[src/common/thermal_alert_pkg.sv]
// Shared constants for the thermal alert and status unit
package thermal_alert_pkg;
    // Register offsets
    localparam logic [7:0] ADDR_STATUS_PRI = 8'h41;
    localparam logic [7:0] ADDR_STATUS_SEC = 8'h42;
    localparam logic [7:0] ADDR_MASK_PRI = 8'h74;
    localparam logic [7:0] ADDR_MASK_SEC = 8'h75;
    localparam logic [7:0] ADDR_PIN_BOOST = 8'h78;
    localparam logic [7:0] ADDR_PIN_FUNC = 8'h7d;
    // Primary status fields; measurement channel codes equal these positions
    localparam int B1_SUMMARY = 7;
    localparam int B1_REMOTE_TWO = 6;
    localparam int B1_LOCAL = 5;
    localparam int B1_REMOTE_ONE = 4;
    localparam int B1_MAIN_SUPPLY = 2;
    localparam int B1_PROC_SUPPLY = 1;
    localparam logic [7:0] PRI_USED = 8'h76;
    // Secondary status fields
    localparam int B2_DIODE_TWO = 7;
    localparam int B2_DIODE_ONE = 6;
    localparam int B2_FOURTH = 5;
    localparam int B2_THIRD_TACH_STALL = 4;
    localparam int B2_SECOND_TACH_STALL = 3;
    localparam int B2_FIRST_TACH_STALL = 2;
    localparam int B2_OVERTEMP = 1;
    localparam int B2_LATCH = 0;
    // Configuration fields
    localparam int CFG3_ALERT_EN = 0;
    localparam int CFG3_THERMAL_EN = 1;
    localparam int CFG3_BOOST = 2;
    localparam int CFG4_LATCH_NO_FAN = 2;
    // Shared pin function codes
    localparam logic [1:0] FUNC_TACH = 2'b01;
    localparam logic [1:0] FUNC_THERMAL = 2'b00;
    localparam logic [1:0] FUNC_ALERT = 2'b11;
    localparam logic [1:0] FUNC_GPIO = 2'b10;
    // Values after reset
    localparam logic [7:0] RST_MASK = 8'h00;
    localparam logic [7:0] RST_PIN_BOOST = 8'h00;
    localparam logic [7:0] RST_PIN_FUNC = 8'h01;
    // Latch limits in whole degrees: 136 and 100
    localparam logic [7:0] LATCH_LIMIT_REMOTE_TWO = 8'h88;
    localparam logic [7:0] LATCH_LIMIT_REMOTE_ONE = 8'h64;
endpackage : thermal_alert_pkg

[src/core/thermal_alert_status_unit.sv]
// Limit status registers, alert output, shared pin function and boost
//
// Notes on behaviour
// - Out-of-limit comparison result sets the channel status bit, else bit may clear.
// - High limit uses greater than; low limit uses less than or equal.
// - Primary bit 7 reads one whenever any secondary status bit is set.
// - All status bits except overtemperature stay set until read.
// - Read clears a bit only if its condition has already ended.
// - Overtemperature bit and its alert follow the live condition.
// - Mask bits block only the alert; status bits still set.
// - Alert stays low while unmasked reading out of limit, then until read.
// - Primary bits: 6 remote two, 5 local, 4 remote one, 2 main, 1 processor.
// - Secondary bits: 7,6 diodes, 4..2 fans three to one, 1 overtemperature.
// - Secondary bit 5 is fan four, or timer limit when timer in use.
// - Primary mask shares status positions; one suppresses that channel.
// - With secondary mask all ones, primary mask bit 7 gates secondary alert.
// - Secondary mask ones suppress diode, fan, thermal and overtemperature alerts.
// - Alert function off after reset; bit 0 of 0x78 enables alternate pin.
// - Bits 1:0 of 0x7D pick tach, thermal, alert or GPIO for shared pin.
// - Thermal function acts only once bit 1 of 0x78 is also set.
// - Boost set drives all fans full while thermal input held low.
// - Boost applies only to fans already running.
// - Latch output sets when remote exceeds limit by a quarter degree.
// - Latch releases when temperature below limit and latch status cleared.
// - Latch limits reset to 136 for remote two, 100 for remote one.
`timescale 1ns/1ns
module thermal_alert_status_unit
    import thermal_alert_pkg::*;
(
    input wire logic i_clock,
    input wire logic i_sys_rst,
    input wire logic [7:0] i_reg_addr,
    input wire logic i_reg_wr,
    input wire logic i_reg_rd,
    input wire logic [7:0] i_reg_wdata,
    input wire logic i_meas_valid,
    input wire logic [2:0] i_meas_chan,
    input wire logic [7:0] i_meas_value,
    input wire logic [7:0] i_meas_high,
    input wire logic [7:0] i_meas_low,
    input wire logic [1:0] i_diode_fault,
    input wire logic [3:0] i_tach_stall,
    input wire logic i_timer_limit_hit,
    input wire logic i_overtemp,
    input wire logic i_thermal_pin,
    input wire logic i_fans_running,
    input wire logic i_latch_sel_two,
    input wire logic [9:0] i_latch_temp,
    output logic [7:0] o_reg_rdata,
    output logic o_alert_out,
    output logic o_alt_pin_oe_n,
    output logic o_shared_pin_oe_n,
    output logic [1:0] o_shared_func,
    output logic o_fan_boost,
    output logic o_fan_full,
    output logic o_thermal_latch_output
);

    logic [7:0] status_pri;
    logic [7:0] status_sec;
    logic [7:0] mask_pri;
    logic [7:0] mask_sec;
    logic [7:0] pin_boost_cfg;
    logic [7:0] pin_func_cfg;
    logic [7:0] live_pri;
    logic [7:0] cond_sec;
    logic [7:0] next_status_pri;
    logic [7:0] next_status_sec;
    logic [7:0] read_pri;
    logic [7:0] read_sec;
    logic [2:0] thermal_sync;
    logic thermal_level;
    logic timer_in_use;
    logic latch_over;
    logic latch_under;
    logic [9:0] latch_limit_q;
    logic alert_any;
    logic alert_pri;
    logic alert_sec;
    logic wr_hit;
    logic rd_pri;
    logic rd_sec;
    logic sec_any;

    ////////////////////////////////////////////////////////////////////////
    // Limit comparison
    ////////////////////////////////////////////////////////////////////////

    // Last comparison result per analog channel
    always_ff @(posedge i_clock) begin
        if (i_sys_rst) begin
            live_pri <= 8'h00;
        end else if (i_meas_valid && PRI_USED[i_meas_chan]) begin
            live_pri[i_meas_chan] <= (i_meas_value > i_meas_high) ||
                (i_meas_value <= i_meas_low);
        end
    end

    // Fourth flag source follows thermal timer use
    assign timer_in_use = (pin_func_cfg[1:0] == FUNC_THERMAL) &&
        pin_boost_cfg[CFG3_THERMAL_EN];

    // Secondary live conditions
    always_comb begin
        cond_sec = 8'h00;
        cond_sec[B2_DIODE_TWO] = i_diode_fault[1];
        cond_sec[B2_DIODE_ONE] = i_diode_fault[0];
        cond_sec[B2_FOURTH] = timer_in_use ? i_timer_limit_hit : i_tach_stall[3];
        cond_sec[B2_THIRD_TACH_STALL] = i_tach_stall[2];
        cond_sec[B2_SECOND_TACH_STALL] = i_tach_stall[1];
        cond_sec[B2_FIRST_TACH_STALL] = i_tach_stall[0];
        cond_sec[B2_OVERTEMP] = i_overtemp;
        cond_sec[B2_LATCH] = latch_over;
    end

    ////////////////////////////////////////////////////////////////////////
    // Status registers
    ////////////////////////////////////////////////////////////////////////

    assign rd_pri = i_reg_rd && (i_reg_addr == ADDR_STATUS_PRI);
    assign rd_sec = i_reg_rd && (i_reg_addr == ADDR_STATUS_SEC);

    // Sticky update; a set in the read cycle wins over the clear
    always_comb begin
        next_status_pri = status_pri;
        next_status_sec = status_sec;
        if (rd_pri) begin
            next_status_pri = status_pri & live_pri;
        end
        if (rd_sec) begin
            next_status_sec = status_sec & cond_sec;
        end
        next_status_pri = (next_status_pri | live_pri) & PRI_USED;
        next_status_sec = next_status_sec | cond_sec;
        next_status_sec[B2_OVERTEMP] = i_overtemp;
    end

    // Status flops
    always_ff @(posedge i_clock) begin
        if (i_sys_rst) begin
            status_pri <= 8'h00;
            status_sec <= 8'h00;
        end else begin
            status_pri <= next_status_pri;
            status_sec <= next_status_sec;
        end
    end

    // Readback views with summary bit
    always_comb begin
        read_pri = status_pri;
        read_pri[B1_SUMMARY] = |status_sec;
        read_sec = status_sec;
    end

    ////////////////////////////////////////////////////////////////////////
    // Register port
    ////////////////////////////////////////////////////////////////////////

    assign wr_hit = i_reg_wr;

    // Writable configuration and masks
    always_ff @(posedge i_clock) begin
        if (i_sys_rst) begin
            mask_pri <= RST_MASK;
            mask_sec <= RST_MASK;
            pin_boost_cfg <= RST_PIN_BOOST;
            pin_func_cfg <= RST_PIN_FUNC;
        end else if (wr_hit) begin
            unique case (i_reg_addr)
                ADDR_MASK_PRI: mask_pri <= i_reg_wdata;
                ADDR_MASK_SEC: mask_sec <= i_reg_wdata;
                ADDR_PIN_BOOST: pin_boost_cfg <= i_reg_wdata;
                ADDR_PIN_FUNC: pin_func_cfg <= i_reg_wdata;
                default: ;
            endcase
        end
    end

    // Registered read data, zero for unmapped offsets
    always_ff @(posedge i_clock) begin
        if (i_sys_rst) begin
            o_reg_rdata <= 8'h00;
        end else if (i_reg_rd) begin
            unique case (i_reg_addr)
                ADDR_STATUS_PRI: o_reg_rdata <= read_pri;
                ADDR_STATUS_SEC: o_reg_rdata <= read_sec;
                ADDR_MASK_PRI: o_reg_rdata <= mask_pri;
                ADDR_MASK_SEC: o_reg_rdata <= mask_sec;
                ADDR_PIN_BOOST: o_reg_rdata <= pin_boost_cfg;
                ADDR_PIN_FUNC: o_reg_rdata <= pin_func_cfg;
                default: o_reg_rdata <= 8'h00;
            endcase
        end
    end

    ////////////////////////////////////////////////////////////////////////
    // Alert output
    ////////////////////////////////////////////////////////////////////////

    // Unmasked sources; overtemperature bit is live so its alert self-clears
    assign alert_pri = |(status_pri & ~mask_pri & PRI_USED);
    assign alert_sec = (&mask_sec[7:1]) ?
        ((|status_sec[7:1]) && !mask_pri[B1_SUMMARY]) :
        (|(status_sec[7:1] & ~mask_sec[7:1]));
    assign alert_any = alert_pri || alert_sec;

    assign o_shared_func = pin_func_cfg[1:0];
    assign o_alert_out = alert_any;
    // Open-drain enables, low while pulling the pin low
    assign o_alt_pin_oe_n = !(alert_any && pin_boost_cfg[CFG3_ALERT_EN]);
    assign o_shared_pin_oe_n = !(alert_any && (pin_func_cfg[1:0] == FUNC_ALERT));

    ////////////////////////////////////////////////////////////////////////
    // Thermal input and boost
    ////////////////////////////////////////////////////////////////////////

    // Three-stage synchroniser, level accepted when last two agree
    always_ff @(posedge i_clock) begin
        if (i_sys_rst) begin
            thermal_sync <= 3'h7;
            thermal_level <= 1'b1;
        end else begin
            thermal_sync <= {thermal_sync[1:0], i_thermal_pin};
            if (thermal_sync[1] == thermal_sync[2]) begin
                thermal_level <= thermal_sync[2];
            end
        end
    end

    // Full duty while thermal input low, only for running fans
    always_ff @(posedge i_clock) begin
        if (i_sys_rst) begin
            o_fan_boost <= 1'b0;
        end else begin
            o_fan_boost <= timer_in_use && pin_boost_cfg[CFG3_BOOST] &&
                !thermal_level && i_fans_running;
        end
    end

    ////////////////////////////////////////////////////////////////////////
    // Latching thermal output
    ////////////////////////////////////////////////////////////////////////

    // Limit in quarter degrees for the selected remote channel
    assign latch_limit_q = {i_latch_sel_two ? LATCH_LIMIT_REMOTE_TWO :
        LATCH_LIMIT_REMOTE_ONE, 2'b00};
    assign latch_over = i_latch_temp > latch_limit_q;
    assign latch_under = i_latch_temp < latch_limit_q;

    // Latch holds until cool and its status bit has been cleared
    always_ff @(posedge i_clock) begin
        if (i_sys_rst) begin
            o_thermal_latch_output <= 1'b0;
        end else if (latch_over) begin
            o_thermal_latch_output <= 1'b1;
        end else if (latch_under && !status_sec[B2_LATCH]) begin
            o_thermal_latch_output <= 1'b0;
        end
    end

    // Full fan speed from the latch unless disabled
    always_ff @(posedge i_clock) begin
        if (i_sys_rst) begin
            o_fan_full <= 1'b0;
        end else begin
            o_fan_full <= (o_thermal_latch_output &&
                !pin_func_cfg[CFG4_LATCH_NO_FAN]) || o_fan_boost;
        end
    end

    // Independent view of the secondary flags for the summary check
    assign sec_any = status_sec != 8'h00;
endmodule : thermal_alert_status_unit

[config.mk]
export PLATFORM = sky130hd
export DESIGN_NAME = thermal_alert_status_unit
export DESIGN_NICKNAME = d
export VERILOG_FILES = /design/src/common/thermal_alert_pkg.sv /design/src/core/thermal_alert_status_unit.sv
export SDC_FILE = /design/constraint.sdc
export NUM_CORES = 1
export LEC_CHECK = 0
export ABC_AREA = 1
export BUFFER_PORTS_ARGS = -buffer_cell sky130_fd_sc_hd__buf_2
export CORE_MARGIN = 10
export CORE_UTILIZATION = 44
export CTS_CLUSTER_SIZE = 12
export DETAILED_ROUTE_END_ITERATION = 12
export PLACE_DENSITY = 0.74
export REMOVE_ABC_BUFFERS = 1
export SLEW_MARGIN = 40
export SYNTH_ARGS = -nofsm -noshare
export SYNTH_HDL_FRONTEND = slang
export SYNTH_SLANG_ARGS = --single-unit
[constraint.sdc]
create_clock -name i_clock -period 1.5 [get_ports i_clock]
set_input_delay 0.075 -clock i_clock [delete_from_list [all_inputs] [get_ports i_clock]]
set_output_delay 0.075 -clock i_clock [all_outputs]
set_load 0.02 [all_outputs]
### Word-level counts from Yosys, hierarchy flattened

Memory sizes are Yosys's and may differ from the RTL's.
Cells that the tools add are included.

* flip-flop bits (word level): 68
* memory bits (read-only): 8
* bits of input ports: 69
* word-level logic and storage cells: 81
* memories: 1

* order comparisons: 6
* equality and inequality tests: 8
* mux-type cells: 12
* bitwise gates (word level): 8
* reductions and logical operators: 33

Memories
* (name not given): words 8, width 1, rd ports 1, clocked after Yosys merged registers in 0, wr ports 0, RTL line thermal_alert_status_unit.sv:93 `end else if (i_meas_valid && PRI_USED[i_meas_chan]) begin`

Operators by type and width (count)
* $eq 8x7->1 const B: 6
* $pmux 8 s6: 1
* $and 7x7->7: 3
* $mux 8: 2
* $not 7->7: 2
* $reduce_or 7->1: 2
* $logic_and 1x1->1: 13
* $gt 10x10->1: 1
* $lt 10x10->1: 1
* $and 8x8->8: 1
* $bwmux 8: 1
* $gt 8x8->1: 1
* $le 8x8->1: 1
* $or 8x8->8: 1
* $reduce_and 2->1: 4
* $reduce_or 8->1: 1
* $mux 7: 1
* $or 7x7->7: 1
* $reduce_and 7->1: 1
* $logic_not 1->1: 6
* $mux 1: 6
* $reduce_or 5->1: 1
* $lt 3x4->1 const B: 1
* $demux 1 s3: 1
* 6 further kinds: 8

### Logic depth before layout (Yosys ltp)

* depth after elaboration: 7
* mapped depth: 12
* gate-level depth less buffers: 12

### Least setup slack after synthesis

No wires, ideal clock.

* path kind: register -> output
* start: register status_sec[3], in the netlist read_sec[3]
* end: output o_alt_pin_oe_n
* arrival time: 1.161 ns
* setup slack: 0.264 ns
* stages on the path, launching flop included: 8
* buffers on the path: 0
* cell sequence: dfxtp_1 -> nor2_1 -> nand3_1 -> nor2_1 -> nor2_1 -> nand3_1 -> nand3_1 -> nand2_1

* longest elaborated chain between the ends: 6
* elaborated cells between the ends (all ways): 8
* classes of those cells: 1 x mux; 1 x bitwise; 6 x reduce/logical

RTL lines
* from (decl): RTL line thermal_alert_status_unit.sv:60 `logic [7:0] status_sec;`
* from (signal assigned): RTL line thermal_alert_status_unit.sv:145 `status_sec <= next_status_sec;`
* $and 7x7->7 / $reduce_or 7->1 (equally long branches): RTL line thermal_alert_status_unit.sv:205, thermal_alert_status_unit.sv:204
* $reduce_or 7->1 / $logic_and 1x1->1 (equally long branches): RTL line thermal_alert_status_unit.sv:205, thermal_alert_status_unit.sv:204
* $mux 1 *: RTL line thermal_alert_status_unit.sv:203 `assign alert_sec = (&mask_sec[7:1]) ?`
* $logic_or 1x1->1 *: RTL line thermal_alert_status_unit.sv:206 `assign alert_any = alert_pri || alert_sec;`
* net o_alert_out: RTL line thermal_alert_status_unit.sv:50 `output logic o_alert_out,`
* $logic_and 1x1->1 *: RTL line thermal_alert_status_unit.sv:211 `assign o_alt_pin_oe_n = !(alert_any && pin_boost_cfg[CFG3_ALERT_EN]);`
* $logic_not 1->1 *: RTL line thermal_alert_status_unit.sv:211
* to (decl): RTL line thermal_alert_status_unit.sv:51 `output logic o_alt_pin_oe_n,`

The timed path passes the listed nets; every way through them passes the cells marked *.

### Worst setup path after layout

* start: register status_sec[3], in the netlist read_sec[3]
* end: output o_alt_pin_oe_n

* longest elaborated chain between the ends: 6
* elaborated cells between the ends (all ways): 8
* classes of those cells: 1 x mux; 1 x bitwise; 6 x reduce/logical

RTL lines (RTL line)
* $and 7x7->7 / $reduce_or 7->1 (equally long branches): thermal_alert_status_unit.sv:205, thermal_alert_status_unit.sv:204
* $reduce_or 7->1 / $logic_and 1x1->1 (equally long branches): thermal_alert_status_unit.sv:205, thermal_alert_status_unit.sv:204
* $mux 1 *: thermal_alert_status_unit.sv:203
* $logic_or 1x1->1 *: thermal_alert_status_unit.sv:206
* $logic_and 1x1->1 *: thermal_alert_status_unit.sv:211
* $logic_not 1->1 *: thermal_alert_status_unit.sv:211

Mark *: on every way between the ends. The rest lies on a longest branch, timed or not.

==> flow_metrics.tcl <==
set metrics [dict create \
    ant_nets 0 \
    finalMaxSlewViolations 0 \
    nNetsFinal 688 \
    antenna_found_initial 0 \
    critical_path.max_fanout 3 \
    status "complete, but fails checks" \
    end_kind "output port" \
    min_period_over_period_pct 103 \
    fmax_mhz 646 \
    leakagePower_nw 2.12 \
    gp_congestion 0.894 \
    viasPerCell 5.05 \
    placed_area_sq_um 4120 \
    p_total_mw 3.85 \
    vias 3565 \
    core_sq_um 8130 \
    start_util_pct 44.8 \
    cts_tree "done" \
    diodes 0 \
    layout-drive-gt1-share_pct 26.6 \
    skew_ns 0.00695 \
    most-common-layout-cells "82 x buf_2, 81 x inv_1, 62 x dfxtp_1" \
    die_h_microns 111 \
    insertion_delay_ns 0.34 \
    die_x_microns 111 \
    synth-seq-cells 65 \
    place_ws_ns 0.0323 \
    port_buffers 84 \
    failed_checks "negative setup slack" \
    cts_max_path_buffers 2 \
    syn_area_sq_um 3640 \
    hp-class "in -> reg" \
    fin_area_sq_um 4470 \
    timing.hold.ws_ns 0.00584 \
    die_area_sq_um 12300 \
    drv_cap 0 \
    finalHoldViolations 0 \
    worst_ep_required_time_ns 1.42 \
    netlist_instances 504 \
    cts_buffers 9 \
    cts_max_level 3 \
    numClockSinks 65 \
    hpwl_microns 7900 \
    grt_start_max_net_pins 32 \
    power_density_nw_per_um2 861 \
    drt_iter0_drc 164 \
    first_pass_iters 4 \
    fillCellCount 801 \
    drc 0 \
    worst_pin_slew_ns 0.393 \
    io_pins 85 \
    yosysUniqueCellTypes 36 \
    gr-total-overflow 0 \
    setup_viol 3 \
    cp.arrival_ns 1.47 \
    startpoint_type "flip-flop" \
    fin_cells 706 \
    yosysSeqAreaShare_pct 35.7 \
    mostFrequentLayoutCell "buf_2" \
    rsz0062_at_grt "yes" \
    dp.cells 682 \
    criticalPathCategory "reg -> out" \
    slew_headroom_pct 73.8 \
    grtUsageTotal_pct 16.3 \
    grt_pass1_wl_microns 16800 \
    grt_pass1_vias 3621 \
    drt-total-wl_microns 10300 \
    clk_pin_slew_ns 0.07 \
    yosys_warnings 0 \
    area_delta_synth_final_pct 22.6 \
    ir_worst_vdd_mv 0.484 \
    root_buffer "clkbuf_8" \
    setup_ws_ns -0.0481 \
    fin_crit_ns 1.55 \
    rows 33 \
    wl_per_cell_microns 14.5 \
    syn_avg_cell_area_sq_um 7.23 \
]
-- cell type report --
| class | instances | area (sq um) | area share [%] |
|---|---|---|---|
| multi-input combinational | 333 | 1940 | 43.4 |
| sequential | 65 | 1310 | 29.3 |
| timing repair buffer | 98 | 556 | 12.4 |
| inverter | 90 | 340 | 7.62 |
| clock buffer | 12 | 155 | 3.47 |
| tap | 105 | 131 | 2.94 |
| clock inverter | 3 | 40.0 | 0.896 |
-- per-layer routing --
layer  track usage (%)  up-vias  wire [microns]  share of wire [%]
li1                  -     1819               -                  -
met1              18.1     1649            4230                 41
met2              29.1       86            5400                 53
met3              4.11       11             529                5.2
met4              6.16        0             111                1.1
met5                 0        -               0                  0
-- worst max-delay path, cell delays in order, from the launching register on --
cell,delay [ns]
dfxtp_4,0.37
nor2_4,0.10
nand3_2,0.08
nor2_2,0.10
nor2_1,0.05
nand3_1,0.09
nand3_2,0.12
nand2_2,0.10
buf_6,0.11
-- flip-flops by register name, summed over array words and instances (netlist names) --
| name | count |
|---|---|
| thermal_level | 1 |
| status_pri | 5 |
| o_reg_rdata | 8 |
| o_thermal_latch_output | 1 |
| pin_func_cfg | 8 |
| live_pri | 5 |
| mask_pri | 8 |
| read_sec | 8 |
| mask_sec | 8 |
| thermal_sync | 3 |
| o_fan_full | 1 |
| pin_boost_cfg | 8 |
| o_fan_boost | 1 |
-- path summary, 6_finish.rpt --
path	cells past startpoint	startpoint	slack, ns	end
worst min-delay path	3	i_timer_limit_hit	0.006	read_sec[5]
worst max register to register	7	read_sec[3]	0.39	o_reg_rdata[7]
worst min register to register	1	thermal_sync[0]	0.41	thermal_sync[1]
worst max-delay path	8	read_sec[3]	-0.05	o_alt_pin_oe_n
-- what timing repair did --
item,4_1_cts,5_1_grt
endpoints found under the hold margin,7,0
hold buffers,7,0
setup endpoints to repair,3,3
pin swaps,1,5
gates resized for setup,10,14
setup buffers,2,0
-- logic make-up after synthesis --
kind of cell / after synthesis / synth area share (%)
AOI/OAI and AO/OA: 126 / 19.2
adders and majority gates: 22 / 7.56
buffers and inverters: 106 / 12.4
DFF: 65 / 35.7
muxes: 1 / 0.275
and+or+nand+nor: 184 / 24.9
-- cells in the mapped netlist, drive strengths merged --
| master | number | area [sq um] |
|---|---|---|
| inv | 90 | 340 |
| nand2 | 71 | 327 |
| dfxtp | 65 | 1300 |
| a21oi | 64 | 332 |
| nor2 | 60 | 290 |
| o21ai | 47 | 250 |
| nand3 | 36 | 198 |
| ha | 22 | 275 |
| nor3 | 11 | 55.1 |
| buf | 9 | 83.8 |
| o22ai | 8 | 62.6 |
| clkbuf | 7 | 26.3 |
| o21bai | 4 | 30.0 |
| or2 | 3 | 18.8 |
| nand4 | 2 | 12.5 |
| a21o | 1 | 7.51 |
| mux2i | 1 | 10.0 |
| nor4 | 1 | 6.26 |
| o21a | 1 | 7.51 |
| o221ai | 1 | 8.76 |
-- where the power goes --
part / switching (mW) / internal (mW)
clock network: 0.647 / 0.844
registers: 0.0298 / 1.77
logic: 0.327 / 0.229
-- per-stage QoR --
step / TNS, ns / utilization (%)
2_1_floorplan: 0 / -
3_3_place_gp: 0 / 50.7
3_5_place_dp: 0 / 50.7
4_1_cts: -0.161 / 54.4
5_1_grt: -0.364 / 54.9
6_report: -0.111 / 54.9
Note: power is estimated with default switching activity, not from simulation.
